--- src/include/oag_pkg.sv ---
package oag_pkg;

  localparam logic [7:0] WORKING_POINTER_ZERO_ADDR = 8'hD6;
  localparam logic [7:0] WORKING_POINTER_ONE_ADDR  = 8'hD7;
  localparam logic [7:0] WORKING_POINTER_ZERO_RST  = 8'hC0;
  localparam logic [7:0] WORKING_POINTER_ONE_RST   = 8'hC8;
  localparam logic [3:0] WORKING_NIBBLE_PREFIX     = 4'hC;
  localparam logic [7:0] SET1_PROTECT_BASE         = 8'hC0;
  localparam int         SLICE_LOW_BITS            = 3;
  localparam int         POINTER_SEL_BIT           = 3;

  typedef enum logic [2:0] {
    MODE_REGISTER          = 3'b000,
    MODE_INDIRECT_REGISTER = 3'b001,
    MODE_INDEXED           = 3'b010,
    MODE_DIRECT            = 3'b011,
    MODE_INDIRECT_VECTOR   = 3'b100,
    MODE_PC_RELATIVE       = 3'b101,
    MODE_IMMEDIATE         = 3'b110
  } addr_mode_e;

  typedef enum logic [3:0] {
    OP_PLAIN_LOAD                 = 4'h0,
    OP_PROGRAM_MEMORY_LOAD        = 4'h1,
    OP_EXTERNAL_DATA_LOAD         = 4'h2,
    OP_ABSOLUTE_JUMP              = 4'h3,
    OP_CALL                       = 4'h4,
    OP_BIT_TEST_BRANCH_FALSE      = 4'h5,
    OP_BIT_TEST_BRANCH_TRUE       = 4'h6,
    OP_DECREMENT_BRANCH_NONZERO   = 4'h7,
    OP_COMPARE_INC_BRANCH_EQUAL   = 4'h8,
    OP_COMPARE_INC_BRANCH_UNEQUAL = 4'h9,
    OP_RELATIVE_JUMP              = 4'hA,
    OP_ALU                        = 4'hB
  } opcode_e;

  typedef enum logic [2:0] {
    TGT_NONE     = 3'b000,
    TGT_REGFILE  = 3'b001,
    TGT_PROGRAM  = 3'b010,
    TGT_EXTERNAL = 3'b011,
    TGT_PC       = 3'b100,
    TGT_VALUE    = 3'b101
  } target_e;

  typedef struct packed {
    opcode_e    opcode;
    addr_mode_e mode;
    logic       pair;
    logic       use_memory_space;
    logic       short_offset;
    logic       wide_immediate;
    logic [7:0] reg_field;
    logic [15:0] operand;
  } decode_req_s;

  typedef struct packed {
    target_e     target;
    logic [15:0] address;
    logic [15:0] value;
    logic        illegal;
  } decode_rsp_s;

endpackage

--- src/core/operand_address_generator.sv ---
`timescale 1ns/1ps

// Functional notes
// - Register mode takes the operand from the named register or pair.
// - Working registers: pointer picks an 8-byte slice, instruction picks the register.
// - Indirect register mode uses register or pair contents as the operand address.
// - Any 8-bit register points to a register; any 16-bit pair points to memory.
// - Indirect register mode cannot reach set 1 locations C0H to FFH.
// - Indexed mode cannot reach set 1 locations C0H to FFH either.
// - Short-offset indexed external access uses a signed 8-bit displacement.
// - Indexed register-file address is instruction base plus working-register offset.
// - Indexed memory address is working pair base plus 8- or 16-bit offset.
// - Indexed register file only for plain load; memory loads index their memories.
// - Direct mode 16-bit address loads the program counter for jump and call.
// - Memory loads accept a direct 16-bit address as source or destination.
// - Indirect vector: zero-extended 8-bit pointer into lowest 256 bytes, fetch pair.
// - Indirect vector mode is accepted only on the call instruction.
// - Relative mode adds signed displacement to the already advanced program counter.
// - Relative mode decoded for six branch and relative jump instructions.
// - Immediate mode uses the operand field, byte or word wide.
// - 4-bit working address: top bit picks pointer, pointer top five plus low three.
// - 8-bit address with upper nibble 1100B resolves as 4-bit working address.
module operand_address_generator (
  input  wire logic               clk_i,
  input  wire logic               rst_i,
  input  wire logic               req_valid_i,
  input  wire oag_pkg::decode_req_s req_i,
  input  wire logic [15:0]        pc_next_i,
  input  wire logic               reg_wr_i,
  input  wire logic [7:0]         reg_wr_addr_i,
  input  wire logic [7:0]         reg_wr_data_i,
  output logic [7:0]              rf_addr_o,
  input  wire logic [7:0]         rf_rdata_i,
  input  wire logic [7:0]         rf_rdata_hi_i,
  output logic [15:0]             vec_addr_o,
  input  wire logic [15:0]        vec_rdata_i,
  output logic                    rsp_valid_o,
  output oag_pkg::decode_rsp_s    rsp_o,
  output logic [7:0]              working_pointer_zero_o,
  output logic [7:0]              working_pointer_one_o
);
  import oag_pkg::*;

  logic [7:0]  working_pointer_zero_q;
  logic [7:0]  working_pointer_one_q;
  decode_rsp_s rsp_d;
  decode_rsp_s rsp_q;
  logic        rsp_valid_q;

  // Resolves a 4-bit working address through the selected pointer.
  function automatic logic [7:0] working_addr(input logic [3:0] nib,
                                              input logic [7:0] wp0,
                                              input logic [7:0] wp1);
    logic [7:0] ptr;
    ptr = nib[POINTER_SEL_BIT] ? wp1 : wp0;
    return {ptr[7:SLICE_LOW_BITS], nib[SLICE_LOW_BITS-1:0]};
  endfunction

  // Any 8-bit field with the 1100B prefix is a working-register reference.
  function automatic logic [7:0] resolve_reg(input logic [7:0] field,
                                             input logic [7:0] wp0,
                                             input logic [7:0] wp1);
    logic [7:0] res;
    res = field;
    if (field[7:4] == WORKING_NIBBLE_PREFIX) begin
      res = working_addr(field[3:0], wp0, wp1);
    end
    return res;
  endfunction

  // Register-file pointers from indirect and indexed forms must stay below set 1.
  function automatic logic in_set1_upper(input logic [7:0] a);
    return a >= SET1_PROTECT_BASE;
  endfunction

  wire logic [7:0]  src_reg     = resolve_reg(req_i.reg_field, working_pointer_zero_q,
                                              working_pointer_one_q);
  wire logic [15:0] pair_value  = {rf_rdata_hi_i, rf_rdata_i};
  wire logic [7:0]  idx_sum     = 8'(req_i.operand[7:0] + rf_rdata_i);
  wire logic [15:0] short_disp  = {{8{req_i.operand[7]}}, req_i.operand[7:0]};
  wire logic [15:0] idx_offset  = req_i.short_offset ? short_disp : req_i.operand;
  wire logic [15:0] idx_mem     = 16'(pair_value + idx_offset);
  wire logic [15:0] rel_disp    = {{8{req_i.operand[7]}}, req_i.operand[7:0]};
  wire logic [15:0] rel_target  = 16'(pc_next_i + rel_disp);
  wire logic        is_mem_load = (req_i.opcode == OP_PROGRAM_MEMORY_LOAD) ||
                                  (req_i.opcode == OP_EXTERNAL_DATA_LOAD);
  wire logic        is_branch   = (req_i.opcode == OP_BIT_TEST_BRANCH_FALSE) ||
                                  (req_i.opcode == OP_BIT_TEST_BRANCH_TRUE) ||
                                  (req_i.opcode == OP_DECREMENT_BRANCH_NONZERO) ||
                                  (req_i.opcode == OP_COMPARE_INC_BRANCH_EQUAL) ||
                                  (req_i.opcode == OP_COMPARE_INC_BRANCH_UNEQUAL) ||
                                  (req_i.opcode == OP_RELATIVE_JUMP);
  wire target_e     mem_tgt     = (req_i.opcode == OP_PROGRAM_MEMORY_LOAD) ? TGT_PROGRAM
                                                                            : TGT_EXTERNAL;

  // For indexed forms the working-register file supplies the offset or base pair.
  wire logic [7:0]  idx_reg     = working_addr(req_i.reg_field[3:0], working_pointer_zero_q,
                                               working_pointer_one_q);

  assign rf_addr_o  = (req_i.mode == MODE_INDEXED) ? idx_reg : src_reg;
  assign vec_addr_o = {8'h00, req_i.operand[7:0]};

  always_comb begin
    rsp_d         = '0;
    rsp_d.target  = TGT_NONE;
    case (req_i.mode)
      MODE_REGISTER: begin
        rsp_d.target = TGT_VALUE;
        rsp_d.value  = req_i.pair ? pair_value : {8'h00, rf_rdata_i};
      end
      MODE_INDIRECT_REGISTER: begin
        if (req_i.use_memory_space) begin
          rsp_d.target  = is_mem_load ? mem_tgt : TGT_PROGRAM;
          rsp_d.address = pair_value;
        end else begin
          rsp_d.target  = TGT_REGFILE;
          rsp_d.address = {8'h00, rf_rdata_i};
          rsp_d.illegal = in_set1_upper(rf_rdata_i);
        end
      end
      MODE_INDEXED: begin
        if (is_mem_load) begin
          rsp_d.target  = mem_tgt;
          rsp_d.address = idx_mem;
        end else if (req_i.opcode == OP_PLAIN_LOAD) begin
          rsp_d.target  = TGT_REGFILE;
          rsp_d.address = {8'h00, idx_sum};
          rsp_d.illegal = in_set1_upper(idx_sum);
        end else begin
          rsp_d.illegal = 1'b1;
        end
      end
      MODE_DIRECT: begin
        if ((req_i.opcode == OP_ABSOLUTE_JUMP) || (req_i.opcode == OP_CALL)) begin
          rsp_d.target  = TGT_PC;
          rsp_d.address = req_i.operand;
        end else if (is_mem_load) begin
          rsp_d.target  = mem_tgt;
          rsp_d.address = req_i.operand;
        end else begin
          rsp_d.illegal = 1'b1;
        end
      end
      MODE_INDIRECT_VECTOR: begin
        if (req_i.opcode == OP_CALL) begin
          rsp_d.target  = TGT_PC;
          rsp_d.address = vec_rdata_i;
        end else begin
          rsp_d.illegal = 1'b1;
        end
      end
      MODE_PC_RELATIVE: begin
        if (is_branch) begin
          rsp_d.target  = TGT_PC;
          rsp_d.address = rel_target;
        end else begin
          rsp_d.illegal = 1'b1;
        end
      end
      MODE_IMMEDIATE: begin
        rsp_d.target = TGT_VALUE;
        rsp_d.value  = req_i.wide_immediate ? req_i.operand
                                            : {8'h00, req_i.operand[7:0]};
      end
      default: begin
        rsp_d.illegal = 1'b1;
      end
    endcase
  end

  // Pointers are written by the core through the register-file address map.
  always_ff @(posedge clk_i or posedge rst_i) begin
    if (rst_i) begin
      working_pointer_zero_q <= WORKING_POINTER_ZERO_RST;
      working_pointer_one_q  <= WORKING_POINTER_ONE_RST;
    end else if (reg_wr_i) begin
      if (reg_wr_addr_i == WORKING_POINTER_ZERO_ADDR) begin
        working_pointer_zero_q <= reg_wr_data_i;
      end
      if (reg_wr_addr_i == WORKING_POINTER_ONE_ADDR) begin
        working_pointer_one_q <= reg_wr_data_i;
      end
    end
  end

  // The result is registered so downstream memories see a stable address for a full cycle.
  always_ff @(posedge clk_i or posedge rst_i) begin
    if (rst_i) begin
      rsp_q       <= '0;
      rsp_valid_q <= 1'b0;
    end else begin
      rsp_valid_q <= req_valid_i;
      if (req_valid_i) begin
        rsp_q <= rsp_d;
      end
    end
  end

  assign rsp_o                  = rsp_q;
  assign rsp_valid_o            = rsp_valid_q;
  assign working_pointer_zero_o = working_pointer_zero_q;
  assign working_pointer_one_o  = working_pointer_one_q;

  property p_working_select;
    @(posedge clk_i) disable iff (rst_i)
      (req_valid_i && req_i.mode == MODE_REGISTER && req_i.reg_field[7:4] == 4'hC)
        |-> rf_addr_o[2:0] == req_i.reg_field[2:0] &&
            rf_addr_o[7:3] == (req_i.reg_field[3] ? working_pointer_one_q[7:3]
                                                  : working_pointer_zero_q[7:3]);
  endproperty
  a_working_select: assert property (p_working_select) else $error("bad working address");

  property p_register_value;
    @(posedge clk_i) disable iff (rst_i)
      (req_valid_i && req_i.mode == MODE_REGISTER && !req_i.pair)
        |=> rsp_valid_o && rsp_o.value == {8'h00, $past(rf_rdata_i)};
  endproperty
  a_register_value: assert property (p_register_value) else $error("register value wrong");

  property p_ir_protect;
    @(posedge clk_i) disable iff (rst_i)
      (req_valid_i && req_i.mode == MODE_INDIRECT_REGISTER && !req_i.use_memory_space &&
       rf_rdata_i >= 8'hC0) |=> rsp_o.illegal;
  endproperty
  a_ir_protect: assert property (p_ir_protect) else $error("indirect reached set 1");

  property p_idx_protect;
    @(posedge clk_i) disable iff (rst_i)
      (rsp_valid_o && rsp_o.target == TGT_REGFILE && !rsp_o.illegal)
        |-> rsp_o.address < 16'h00C0;
  endproperty
  a_idx_protect: assert property (p_idx_protect) else $error("register target in set 1");

  property p_vector_call_only;
    @(posedge clk_i) disable iff (rst_i)
      (req_valid_i && req_i.mode == MODE_INDIRECT_VECTOR && req_i.opcode != OP_CALL)
        |=> rsp_o.illegal && rsp_o.target == TGT_NONE;
  endproperty
  a_vector_call_only: assert property (p_vector_call_only) else $error("vector off call");

  property p_relative;
    @(posedge clk_i) disable iff (rst_i)
      (req_valid_i && req_i.mode == MODE_PC_RELATIVE && req_i.opcode == OP_RELATIVE_JUMP)
        |=> rsp_o.address == 16'($past(pc_next_i) + {{8{$past(req_i.operand[7])}},
                                                       $past(req_i.operand[7:0])});
  endproperty
  a_relative: assert property (p_relative) else $error("relative target wrong");

  property p_direct_jump;
    @(posedge clk_i) disable iff (rst_i)
      (req_valid_i && req_i.mode == MODE_DIRECT && req_i.opcode == OP_ABSOLUTE_JUMP)
        |=> rsp_o.target == TGT_PC && rsp_o.address == $past(req_i.operand);
  endproperty
  a_direct_jump: assert property (p_direct_jump) else $error("direct jump wrong");

  property p_vector_page;
    @(posedge clk_i) disable iff (rst_i) vec_addr_o[15:8] == 8'h00;
  endproperty
  a_vector_page: assert property (p_vector_page) else $error("vector outside page");

  property p_immediate_byte;
    @(posedge clk_i) disable iff (rst_i)
      (req_valid_i && req_i.mode == MODE_IMMEDIATE && !req_i.wide_immediate)
        |=> rsp_o.value[15:8] == 8'h00 && rsp_o.value[7:0] == $past(req_i.operand[7:0]);
  endproperty
  a_immediate_byte: assert property (p_immediate_byte) else $error("immediate wrong");

  property p_pair_value;
    @(posedge clk_i) disable iff (rst_i)
      (req_valid_i && req_i.mode == MODE_REGISTER && req_i.pair)
        |=> rsp_o.value == {$past(rf_rdata_hi_i), $past(rf_rdata_i)};
  endproperty
  a_pair_value: assert property (p_pair_value) else $error("pair value wrong");

  property p_plain_reg;
    @(posedge clk_i) disable iff (rst_i)
      (req_valid_i && req_i.mode == MODE_REGISTER &&
       req_i.reg_field[7:4] != WORKING_NIBBLE_PREFIX) |-> rf_addr_o == req_i.reg_field;
  endproperty
  a_plain_reg: assert property (p_plain_reg) else $error("plain register moved");

  property p_ir_memory;
    @(posedge clk_i) disable iff (rst_i)
      (req_valid_i && req_i.mode == MODE_INDIRECT_REGISTER && req_i.use_memory_space)
        |=> rsp_o.address == {$past(rf_rdata_hi_i), $past(rf_rdata_i)};
  endproperty
  a_ir_memory: assert property (p_ir_memory) else $error("pair pointer wrong");

  property p_idx_sum;
    @(posedge clk_i) disable iff (rst_i)
      (req_valid_i && req_i.mode == MODE_INDEXED && req_i.opcode == OP_PLAIN_LOAD)
        |=> rsp_o.address[7:0] == 8'($past(req_i.operand[7:0]) + $past(rf_rdata_i));
  endproperty
  a_idx_sum: assert property (p_idx_sum) else $error("indexed sum wrong");

  property p_regfile_byte;
    @(posedge clk_i) disable iff (rst_i)
      (rsp_valid_o && rsp_o.target == TGT_REGFILE) |-> rsp_o.address[15:8] == 8'h00;
  endproperty
  a_regfile_byte: assert property (p_regfile_byte) else $error("register address wide");

  property p_idx_short;
    @(posedge clk_i) disable iff (rst_i)
      (req_valid_i && req_i.mode == MODE_INDEXED && req_i.short_offset &&
       req_i.opcode == OP_EXTERNAL_DATA_LOAD)
        |=> rsp_o.address == 16'({$past(rf_rdata_hi_i), $past(rf_rdata_i)} +
                                 {{8{$past(req_i.operand[7])}}, $past(req_i.operand[7:0])});
  endproperty
  a_idx_short: assert property (p_idx_short) else $error("short offset wrong");

  property p_idx_long;
    @(posedge clk_i) disable iff (rst_i)
      (req_valid_i && req_i.mode == MODE_INDEXED && !req_i.short_offset &&
       req_i.opcode == OP_PROGRAM_MEMORY_LOAD)
        |=> rsp_o.target == TGT_PROGRAM &&
            rsp_o.address == 16'({$past(rf_rdata_hi_i), $past(rf_rdata_i)} +
                                 $past(req_i.operand));
  endproperty
  a_idx_long: assert property (p_idx_long) else $error("indexed memory wrong");

  property p_idx_plain_only;
    @(posedge clk_i) disable iff (rst_i)
      (req_valid_i && req_i.mode == MODE_INDEXED &&
       !(req_i.opcode inside {OP_PLAIN_LOAD, OP_PROGRAM_MEMORY_LOAD, OP_EXTERNAL_DATA_LOAD}))
        |=> rsp_o.illegal;
  endproperty
  a_idx_plain_only: assert property (p_idx_plain_only) else $error("indexed on wrong op");

  property p_direct_load;
    @(posedge clk_i) disable iff (rst_i)
      (req_valid_i && req_i.mode == MODE_DIRECT && req_i.opcode == OP_EXTERNAL_DATA_LOAD)
        |=> rsp_o.target == TGT_EXTERNAL && rsp_o.address == $past(req_i.operand);
  endproperty
  a_direct_load: assert property (p_direct_load) else $error("direct load wrong");

  property p_vector_call;
    @(posedge clk_i) disable iff (rst_i)
      (req_valid_i && req_i.mode == MODE_INDIRECT_VECTOR && req_i.opcode == OP_CALL)
        |=> rsp_o.target == TGT_PC && rsp_o.address == $past(vec_rdata_i);
  endproperty
  a_vector_call: assert property (p_vector_call) else $error("vector target wrong");

  property p_relative_ops;
    @(posedge clk_i) disable iff (rst_i)
      (req_valid_i && req_i.mode == MODE_PC_RELATIVE)
        |=> rsp_o.illegal == !($past(req_i.opcode) inside {OP_BIT_TEST_BRANCH_FALSE,
            OP_BIT_TEST_BRANCH_TRUE, OP_DECREMENT_BRANCH_NONZERO, OP_COMPARE_INC_BRANCH_EQUAL,
            OP_COMPARE_INC_BRANCH_UNEQUAL, OP_RELATIVE_JUMP});
  endproperty
  a_relative_ops: assert property (p_relative_ops) else $error("relative decode wrong");

  property p_immediate_word;
    @(posedge clk_i) disable iff (rst_i)
      (req_valid_i && req_i.mode == MODE_IMMEDIATE && req_i.wide_immediate)
        |=> rsp_o.target == TGT_VALUE && rsp_o.value == $past(req_i.operand);
  endproperty
  a_immediate_word: assert property (p_immediate_word) else $error("immediate word wrong");

  property p_pointer_write;
    @(posedge clk_i) disable iff (rst_i)
      (reg_wr_i && reg_wr_addr_i == WORKING_POINTER_ONE_ADDR)
        |=> working_pointer_one_o == $past(reg_wr_data_i);
  endproperty
  a_pointer_write: assert property (p_pointer_write) else $error("pointer write lost");

endmodule

--- config.mk ---
export PLATFORM = sky130hd
export DESIGN_NAME = operand_address_generator
export DESIGN_NICKNAME = d
export VERILOG_FILES = /design/src/include/oag_pkg.sv /design/src/core/operand_address_generator.sv
export SDC_FILE = /design/constraint.sdc
export NUM_CORES = 1
export LEC_CHECK = 0
export ABC_AREA = 1
export ABC_CLOCK_PERIOD_IN_PS = 3700
export BUFFER_PORTS_ARGS = -buffer_cell sky130_fd_sc_hd__buf_2
export CAP_MARGIN = 20
export CELL_PAD_IN_SITES_DETAIL_PLACEMENT = 1
export CELL_PAD_IN_SITES_GLOBAL_PLACEMENT = 1
export CORE_MARGIN = 2
export CORE_UTILIZATION = 37
export DETAILED_ROUTE_END_ITERATION = 10
export GPL_TIMING_DRIVEN = 0
export PLACE_DENSITY_LB_ADDON = 0.1
export SLEW_MARGIN = 20
export SYNTH_ARGS = -nofsm -noshare
export SYNTH_HDL_FRONTEND = slang
export SYNTH_SLANG_ARGS = --single-unit
--- constraint.sdc ---
create_clock -name clk_i -period 3.7 [get_ports clk_i]
set_input_delay 0.185 -clock clk_i [delete_from_list [all_inputs] [get_ports clk_i]]
set_output_delay 0.185 -clock clk_i [all_outputs]
set_load 0.05 [all_outputs]
Word level (Yosys, flattened, before mapping)
Cells that the tools add are included.

operators by class
  equal/unequal tests = 19
  order comparisons = 2
  reductions and logical operators = 12
  $add $sub $neg = 3
  multiplexer cells = 26

operator list
  cell                count
  $pmux 16 s5         1
  $mux 19             3
  $mux 18             3
  $mux 16             3
  $add 16x16->16      2
  $pmux 16 s2         1
  $mux 8              3
  $pmux 3 s6          1
  $mux 17             1
  $eq 4x3->1 const B  4
  $eq 4x4->1 const B  4
  $eq 8x8->1 const B  2
  $ge 8x8->1 const B  2
  $eq 3x3->1 const B  3
  $mux 1              9
  $add 8x8->8         1
  $eq 4x2->1 const B  2
  $logic_or 1x1->1    7
  $eq 3x2->1 const B  2
  $pmux 1 s6          1
  $eq 4x1->1 const B  1
  $logic_not 4->1     1
  $reduce_and 2->1    2
  $eq 3x1->1 const B  1
  other kinds (2)     2

word-level totals
  register bits after elaboration = 53
  logic and storage cells = 69
  output and inout bits = 77

Logic depth before layout (Yosys ltp)
Gate-level depths: netlist of run 1.

  depth in word-level cells = 8
  gate-level depth with buffers = 14
  depth with buffers taken out = 14

Worst setup path before layout of run 1
Ideal clock, no wire load.

  path kind = input-to-output
  from = input req_i[30] (netlist bit)
  to = output rf_addr_o[4]
  stages on the path = 7
  arrival time = 2.080 ns
  slack = 1.435 ns
  cells stage by stage = inv_2 nand2_2 nor2_2 inv_2 nand2_1 inv_1 o32ai_1

between the ends
  word-level cells in the longest chain between the ends = 2

RTL lines
  element          RTL line                          source
  start, declared  operand_address_generator.sv:27   input wire oag_pkg::decode_req_s req_i,
  $eq 3x2->1       operand_address_generator.sv:100  assign rf_addr_o = (req_i.mode == MODE_INDEXED) ? idx_reg : src_reg;
  $mux 8           operand_address_generator.sv:100
  end, declared    operand_address_generator.sv:32   output logic [7:0] rf_addr_o,

No other way between the ends.

Worst setup path after layout of run 1
Same ends and word-level chain as after synthesis.

==> impl_metrics.yaml, run 1 <==
run_status:
  status: "finished with violations"
  violations: "hold timing"
global_routing:
  first_global_vias: 5852
  antenna_found_initial: 0
  globalRoute.totalOverflow: 0
  grt_max_degree: 54
  grt.total_usage: 0.248
  grt_first_pass_wirelength_um: 28900
setup_path:
  path_class: "input port to output pin"
  startpoint_type: "input port"
  critPathRequiredTime_ns: 3.51
  rr_endpoint: "working_pointer_one_o[3]"
  r2r_start: "working_pointer_one_o[3]"
  endpoint_kind: "output pin"
  reg2reg_depth: 2
  reg2reg_setup_slack_ns: 2.95
  critPathMaxFanout: 7
  cp.arrival_ns: 1.85
synth:
  synth-simple-area-share: 0.414
  yosys-top-cells-area: "dfrtp_1, nand2_1, inv_1"
  synth_xor_xnor_area_share: 0.0104
  synth_compound_area_frac: 0.0952
  synth.most_common_cell: "nand2_1"
  synth_mux_area_frac: 0
  synth_area_um2: 5070
  synth-async-reset-ratio: 1.00
  synth_top_cell_area_share: 0.237
  synth_flop_cell: "dfrtp_1"
  yosysTopAreaCell: "dfrtp_1"
  syn_area_per_cell_um2: 6.14
  synth_common_cells: "nand2_1, inv_1, nand3_1"
  ys_types: 38
  synth_fa_ha_area_frac: 0.0819
  synth_top_family_by_area: "simple AND/OR/NAND/NOR gates"
  ys_seq_area_frac: 0.263
  ys_warn_count: 0
  yosys_register_bits: 53
  syn_inst: 827
  synth-edff-count: 0
final_layout:
  finalNonFillerCells: 1187
  antenna_cells: 0
  layout.nets: 1145
  final_core_util: 0.475
  drive_gt1_frac: 0.232
  areaGrowthSynthToFinish_pct: 24.4
place:
  post-place-ws_ns: 1.40
  io_buffers: 168
  dp_hpwl_um: 14900
  gp_congestion: 0.894
  dp_cells: 1178
drt:
  vias_per_cell: 4.92
  ant_nets: 0
  first_pass_iters: 5
  drt_iter0_drc: 262
  drc: 0
  vias: 5843
  wl_per_cell_um: 15.2
  finalWirelength_um: 18000
timing:
  holdWs_ns: -0.000713
  setup_viol: 0
  max-slew-margin-rel: 0.533
  grt_setup_unrepaired: "false"
  period_needed_ns: 2.03
  worst_slew_pin_slew_ns: 0.700
  setup_slack_ns: 1.67
  fin_tns_setup_ns: 0
  slew_violations: 0
  finalHoldViolations: 1
  period_share: 0.549
  max_freq_ghz: 0.492
  fin_skew_ns: 0
clock_tree:
  cts-buffers-inserted: 5
  clk_path_buf_depth: 2
  clkSlewWorstSetupHoldPaths_ns: 0.07
  h-tree-depth: 2
  cts_root_buffer: "clkbuf_16"
  clock_latency_ns: 0.29
  postCtsSetupRepairBufs: 0
  clock_sinks: 53
  cts_tree: "yes"
floorplan:
  die_w_um: 121
  core_um2: 13300
  fp.dieArea_um2: 14700
  initial_utilization: 0.382
  die_h_um: 121
  num_io_pins: 180
  rows: 42
flow_run:
  max-cap-violations: 0
pwr:
  power_leakage_nw: 3.72
  power_density_nw_per_um2: 302
  peakVddDrop_uv: 174
worst_hold_path:
  hold_class: "input port to async pin"
-- cells by family (layout without fill, tap and decap cells) --
group	count (synthesis)	count (layout)
buffers and inverters	160	337
adders and majority gates	32	32
and+or+nand+nor	489	489
AOI/OAI and AO/OA	86	86
DFF	53	53
other	1	8
xor gates and xnor gates	6	6
-- final cells by class --
class                   count  area, um2
fillers                  1921       6980
multi-input cells         621       3080
flip-flops and latches     53       1330
repair buffers            169        851
inverters                 128        483
well taps                 176        220
plain buffers              32        205
clock buffers               7        133
clock inverters             1       7.51
-- registers in the layout, indices dropped and copies added (netlist names) --
signal and flops:
rsp_o 36, rsp_valid_o 1, working_pointer_one_o 8, working_pointer_zero_o 8
-- metrics by stage --
stage               area [um2]  power, mW
CTS                       6300       1.92
floorplan                 5100       1.21
finish                    6310       1.91
global route              6310       2.03
detailed placement        6160       1.44
global placement          6160       1.43
-- layout by cell type (no fill, tap or decap), types with 10 or more instances in the layout --
master,n
inv_2,10
dfrtp_1,48
buf_4,20
buf_2,170
nand3_1,67
inv_1,117
ha_1,30
a21oi_1,18
nand4_1,14
or2_2,10
nor3_1,16
o21ai_0,35
nor2_1,51
nand2_1,308
a31oi_1,13
-- power breakdown --
group          total, mW  switching (mW)  internal (mW)
Clock              0.477           0.225          0.252
Combinational      0.793           0.556          0.237
Sequential         0.640          0.0216          0.618
Total               1.91           0.803           1.11
-- layer usage --
metal	track usage	vias to the layer above	routed length [um]
li1	-	2969	-
met1	0.333	2704	8170
met2	0.419	149	8510
met3	0.0301	21	971
met4	0.0719	0	370
met5	0	-	0
-- critical path: stages --
cell	delay, ns
buf_2	0.12
inv_2	0.13
nand2_2	0.11
nor2_2	0.28
inv_2	0.12
nand2_1	0.21
inv_1	0.11
o32ai_1	0.26
buf_2	0.32
-- worst max-delay path by stage --
stage | to | slack (ns) | startpoint | depth (start not counted)
final | rf_addr_o[4] | 1.67 | req_i[30] | 9
after global routing | rsp_o[30] | 1.41 | req_i[7] | 15
after CTS | rf_addr_o[4] | 1.68 | req_i[30] | 9
after detailed placement | rsp_o[30] | 1.40 | req_i[7] | 14
after global placement | rsp_o[12] | 1.41 | rst_i | 2
after floorplan | rf_addr_o[4] | 1.44 | req_i[30] | 7
-- repair_timing --
action / in CTS / in global routing
resized for setup: 0 / 0
hold endpoints to repair: 0 / 1
hold buffers: 0 / 1
Power figures use the tool's default switching activity.
==> run 2: changes to the inputs <==
--- a/config.mk
+++ b/config.mk
@@ -6,13 +6,13 @@
 export NUM_CORES = 1
 export LEC_CHECK = 0
 export ABC_AREA = 1
-export ABC_CLOCK_PERIOD_IN_PS = 3700
+export ABC_CLOCK_PERIOD_IN_PS = 1950
 export BUFFER_PORTS_ARGS = -buffer_cell sky130_fd_sc_hd__buf_2
 export CAP_MARGIN = 20
 export CELL_PAD_IN_SITES_DETAIL_PLACEMENT = 1
 export CELL_PAD_IN_SITES_GLOBAL_PLACEMENT = 1
 export CORE_MARGIN = 2
-export CORE_UTILIZATION = 37
+export CORE_UTILIZATION = 34
 export DETAILED_ROUTE_END_ITERATION = 10
 export GPL_TIMING_DRIVEN = 0
 export PLACE_DENSITY_LB_ADDON = 0.1
==> constraint.sdc (replaced) <==
create_clock -name clk_i -period 1.95 [get_ports clk_i]
set_input_delay 0.0975 -clock clk_i [delete_from_list [all_inputs] [get_ports clk_i]]
set_output_delay 0.0975 -clock clk_i [all_outputs]
set_load 0.05 [all_outputs]
==> run 2 against run 1 <==
  * The run now ends clean
  * Die area rose by 8.5%
  * Register-to-register slack got worse by 1.8 ns
  * Worst setup slack got worse by 1.5 ns
  * Clock power rose by 100%
  * Via count fell by 0.12%
  * Final cell count rose by 0.84%
  * First-iteration DRC count fell by 5.0%
  * Final area rose by 0.97%
  * Clock skew did not move
  * Sequential share of layout area fell by 0.20 points
  * Sequential cell count did not move
  * Largest power group unchanged
==> impl_metrics.yaml, run 2 (synthesized netlist as in run 1, its figures left out) <==
run_status:
  status: "complete, no violations"
pwr:
  p_int_mw: 2.12
  peakVddDrop_uv: 336
  p_sw_frac: 0.427
  power_leakage_nw: 3.75
  finalPower_mw: 3.70
  power_density_nw_per_um2: 581
  power_frac_seq: 0.328
  clockPowerShare: 0.262
  p_switching_mw: 1.58
  comb_power_share: 0.410
setup_path:
  path_class: "input port to flip-flop"
  cp.arrival_ns: 2.03
  startpoint_type: "input port"
  endpoint_kind: "flip-flop"
  critPathMaxFanout: 10
  reg2reg_depth: 2
  critPathRequiredTime_ns: 2.20
floorplan:
  die_w_um: 126
  initial_utilization: 0.349
  fp.dieArea_um2: 15900
  core_um2: 14500
  num_io_pins: 180
  die_h_um: 126
  rows: 44
final_layout:
  areaGrowthSynthToFinish_pct: 25.6
  final_core_util: 0.439
  final_cell_mix: "nand2_1, buf_2, inv_1"
  final_common_cell: "nand2_1"
  largest_reg_flops: 36
  drive_gt1_frac: 0.237
  layout.nets: 1147
  finalNonFillerCells: 1197
  antenna_cells: 0
drt:
  wl_per_cell_um: 15.3
  vias: 5836
  finalWirelength_um: 18300
  first_pass_iters: 4
  ant_nets: 0
  drt_iter0_drc: 249
  vias_per_cell: 4.88
  drc: 0
flow_run:
  max-cap-violations: 0
place:
  gp_congestion: 0.900
  io_buffers: 168
  dp_hpwl_um: 15000
  dp_cells: 1186
clock_tree:
  h-tree-depth: 2
  cts_root_buffer: "clkbuf_16"
  clock_latency_ns: 0.30
  cts-buffers-inserted: 5
  clk_path_buf_depth: 2
  clkSlewWorstSetupHoldPaths_ns: 0.08
  clock_sinks: 53
  cts_tree: "yes"
global_routing:
  first_global_vias: 5886
  grt_first_pass_wirelength_um: 29700
  grt_max_degree: 54
  antenna_found_initial: 0
  grt.total_usage: 0.231
  globalRoute.totalOverflow: 0
worst_hold_path:
  hold_class: "input port to flip-flop"
  hold_depth: 3
timing:
  setup_viol: 0
  grt_setup_unrepaired: "false"
  worst_slew_pin_slew_ns: 0.683
  max_freq_ghz: 0.563
  fin_skew_ns: 0
  period_needed_ns: 1.78
  period_share: 0.912
  max-slew-margin-rel: 0.544
  slew_violations: 0
  finalHoldViolations: 0
  holdWs_ns: 0.0279
[run 2: worst max-delay path, cell delays in order]
cell	delay [ns]
dlygate4sd3_1	0.53
buf_2	0.12
clkbuf_1	0.23
inv_2	0.24
clkbuf_1	0.56
nand2_1	0.14
nand2_1	0.10
[run 2: per-stage QoR]
stage,setup TNS (ns),worst slack [ns],area [um2]
6_report,0,0.172,6380
5_1_grt,0,0.0278,6380
4_1_cts,0,0.0671,6350
3_5_place_dp,-1.05,-0.254,6170
3_3_place_gp,-10.90,-0.225,6170
2_1_floorplan,-0.292,-0.146,5100
[run 2: cell type report]
type,instances,area [um2]
fill,2022,8160
multi-input combinational,621,3100
sequential,53,1330
timing repair buffer,171,873
inverter,128,483
tap,184,230
buffer,32,205
clock buffer,5,125
clock inverter,3,26.3
[run 2: what timing repair did]
item | CTS | global route
setup buffers | 0 | 1
hold buffers | 2 | 0
setup endpoints to repair | 0 | 7
gates resized for setup | 0 | 6
endpoints found under the hold margin | 49 | 0
[run 2: final timing paths]
| path | startpoint | endpoint | slack, ns |
|---|---|---|---|
| min reg2reg | rsp_o[33] | rsp_o[33] | 0.48 |
| min in group asynchronous | rst_i | rsp_o[15] | 0.44 |
| min | reg_wr_data_i[7] | working_pointer_one_o[7] | 0.03 |
| max in group asynchronous | rst_i | rsp_o[3] | 1.04 |
| max | req_valid_i | rsp_o[20] | 0.17 |
| max reg2reg | working_pointer_zero_o[6] | working_pointer_zero_o[6] | 1.19 |
[run 2: layer usage]
layer  GRT usage  vias to the layer above  wire (um)
met5           0                        -          0
met4      0.0705                        0        431
met3      0.0297                       25        802
met2       0.382                      145       8260
met1       0.315                     2690       8790
li1            -                     2976          -
[run 2: power by group through the flow]
stage          registers, mW  clock network (mW)  logic [mW]
2_1_floorplan           1.48                   0       0.803
3_3_place_gp            1.23                   0        1.49
3_5_place_dp            1.24                   0        1.51
4_1_cts                 1.21               0.988        1.52
5_1_grt                 1.22                1.03        1.68
6_report                1.21               0.969        1.52
==> run 3: changes to the inputs <==
--- a/config.mk
+++ b/config.mk
@@ -15,7 +15,7 @@
 export CORE_UTILIZATION = 34
 export DETAILED_ROUTE_END_ITERATION = 10
 export GPL_TIMING_DRIVEN = 0
-export PLACE_DENSITY_LB_ADDON = 0.1
+export PLACE_DENSITY = 0.9
 export SLEW_MARGIN = 20
 export SYNTH_ARGS = -nofsm -noshare
 export SYNTH_HDL_FRONTEND = slang
==> run 3 against run 2 <==
  * Power rose by 2.7%
  * Register-to-register slack got worse by 0.06 ns
  * Final cell count rose by 0.25%
  * Worst setup slack improved by 0.019 ns
  * Via count rose by 4.9%
  * Critical path type unchanged
  * Critical endpoint is now rsp_o[0]
==> impl_metrics.yaml, run 3 (synthesized netlist as in run 1, its figures left out) <==
floorplan:
  rows: 44
  die_w_um: 126
  core_um2: 14500
  die_h_um: 126
  initial_utilization: 0.349
  num_io_pins: 180
  fp.dieArea_um2: 15900
setup_path:
  cp_top_family: "buffers and inverters"
  startpoint_type: "input port"
  slowest_delay_ns: 0.52
  critPathMaxFanout: 10
  path_class: "input port to flip-flop"
  endpoint_kind: "flip-flop"
  path_depth: 8
  path_cells: "dlygate4sd3_1, buf_2, clkbuf_1, inv_2, a211oi_1, nand3_1, nor2_1, a21oi_1"
  critPathRequiredTime_ns: 2.14
  cp.arrival_ns: 1.95
  critPathBufInv: 4
  reg2reg_depth: 2
  cp_slowest_cell: "dlygate4sd3_1"
final_layout:
  final_area_um2: 6400
  areaGrowthSynthToFinish_pct: 26.1
  final_cell_mix: "nand2_1, buf_2, inv_1"
  finalNonFillerCells: 1200
  final_common_cell: "nand2_1"
  largest_reg_flops: 36
  layout.nets: 1149
  drive_gt1_frac: 0.237
drt:
  drt_iter0_drc: 404
  vias: 6121
  finalWirelength_um: 19200
  vias_per_cell: 5.10
  wl_per_cell_um: 16.0
  ant_nets: 0
  drc: 0
  first_pass_iters: 5
place:
  post-place-ws_ns: -0.274
  place_area_um2: 6170
  dp_hpwl_um: 15400
  gp_congestion: 0.914
  dp_cells: 1186
  io_buffers: 168
timing:
  period_needed_ns: 1.76
  fin_skew_ns: 0
  max-slew-margin-rel: 0.539
  setup_viol: 0
  setup_slack_ns: 0.191
  slew_violations: 0
  period_share: 0.902
  worst_slew_pin_slew_ns: 0.691
  max_freq_ghz: 0.569
  finalHoldViolations: 0
clock_tree:
  h-tree-depth: 2
  clock_latency_ns: 0.30
  clock_sinks: 53
  cts_root_buffer: "clkbuf_16"
  clk_path_buf_depth: 2
  clkSlewWorstSetupHoldPaths_ns: 0.07
  cts-buffers-inserted: 5
  cts_tree: "yes"
global_routing:
  antenna_found_initial: 1
  grt.total_usage: 0.232
  globalRoute.totalOverflow: 0
  first_global_vias: 6203
  grt_first_pass_wirelength_um: 30200
  grt_max_degree: 54
pwr:
  power_leakage_nw: 3.76
  peakVddDrop_uv: 318
  power_density_nw_per_um2: 594
flow_run:
  max-cap-violations: 0
run_status:
  status: "complete, no violations"
worst_hold_path:
  hold_class: "input port to flip-flop"
  hold_depth: 3
==> run 3: cell count changes in the layout (fill, tap and decap cells not counted), sizes merged <==
cell	before	now
clkinv	0	1
inv	131	128
buf	193	196
clkbuf	13	12
bufinv	0	1
clkinvlp	0	1
diode	0	1
==> run 3: report_power, final <==
part           switching, mW  internal, mW  total (mW)
Clock                  0.432         0.609        1.04
Combinational           1.08         0.462        1.54
Sequential            0.0439          1.17        1.22
Total                   1.56          2.24        3.80
==> run 3: worst min-delay path, delay by kind of cell <==
family | cells | cell delay (ns)
buf+inv | 2 | 0.15
compound gates | 1 | 0.08
==> run 3: per-layer routing <==
metal	up-vias	routed length (um)	global-route usage
met3	41	959	0.0340
met4	0	535	0.0808
met1	2895	8590	0.297
li1	2983	-	-
met2	202	9120	0.399
met5	-	0	0
==> run 3: final timing paths <==
path	from	end	slack [ns]
min in group asynchronous	rst_i	rsp_o[15]	0.45
worst max-delay path	req_valid_i	rsp_o[0]	0.19
worst min register to register	rsp_o[10]	rsp_o[10]	0.48
max in group asynchronous	rst_i	rsp_o[6]	1.02
worst max register to register	working_pointer_zero_o[6]	working_pointer_zero_o[6]	1.13
worst min-delay path	reg_wr_data_i[3]	working_pointer_one_o[3]	0.04
==> run 3: cell type report <==
class / count / area [um2]
Buffer: 32 / 205
Inverter: 128 / 483
Fill cell: 2048 / 8130
Antenna cell: 1 / 2.50
Clock inverter: 3 / 46.3
Tap cell: 184 / 230
Clock buffer: 5 / 125
Multi-Input combinational cell: 621 / 3090
Sequential cell: 53 / 1330
Timing Repair Buffer: 173 / 886
==> run 3: through the flow <==
step,setup TNS (ns),total power [mW],hold slack [ns],utilization
finish,0,3.80,0.0383,0.440
global placement,-10.83,2.70,0.224,0.425
CTS,0,3.78,0.0359,0.438
global route,-0.0183,3.99,0.0573,0.440
floorplan,-0.292,2.29,0.129,-
detailed placement,-1.18,2.74,0.229,0.425
==> run 3: timing repair <==
action / CTS / global route
endpoints found under the setup margin: 0 / 5
hold buffers: 2 / 0
resized for setup: 0 / 3
setup buffers: 0 / 3
endpoints found under the hold margin: 49 / 0
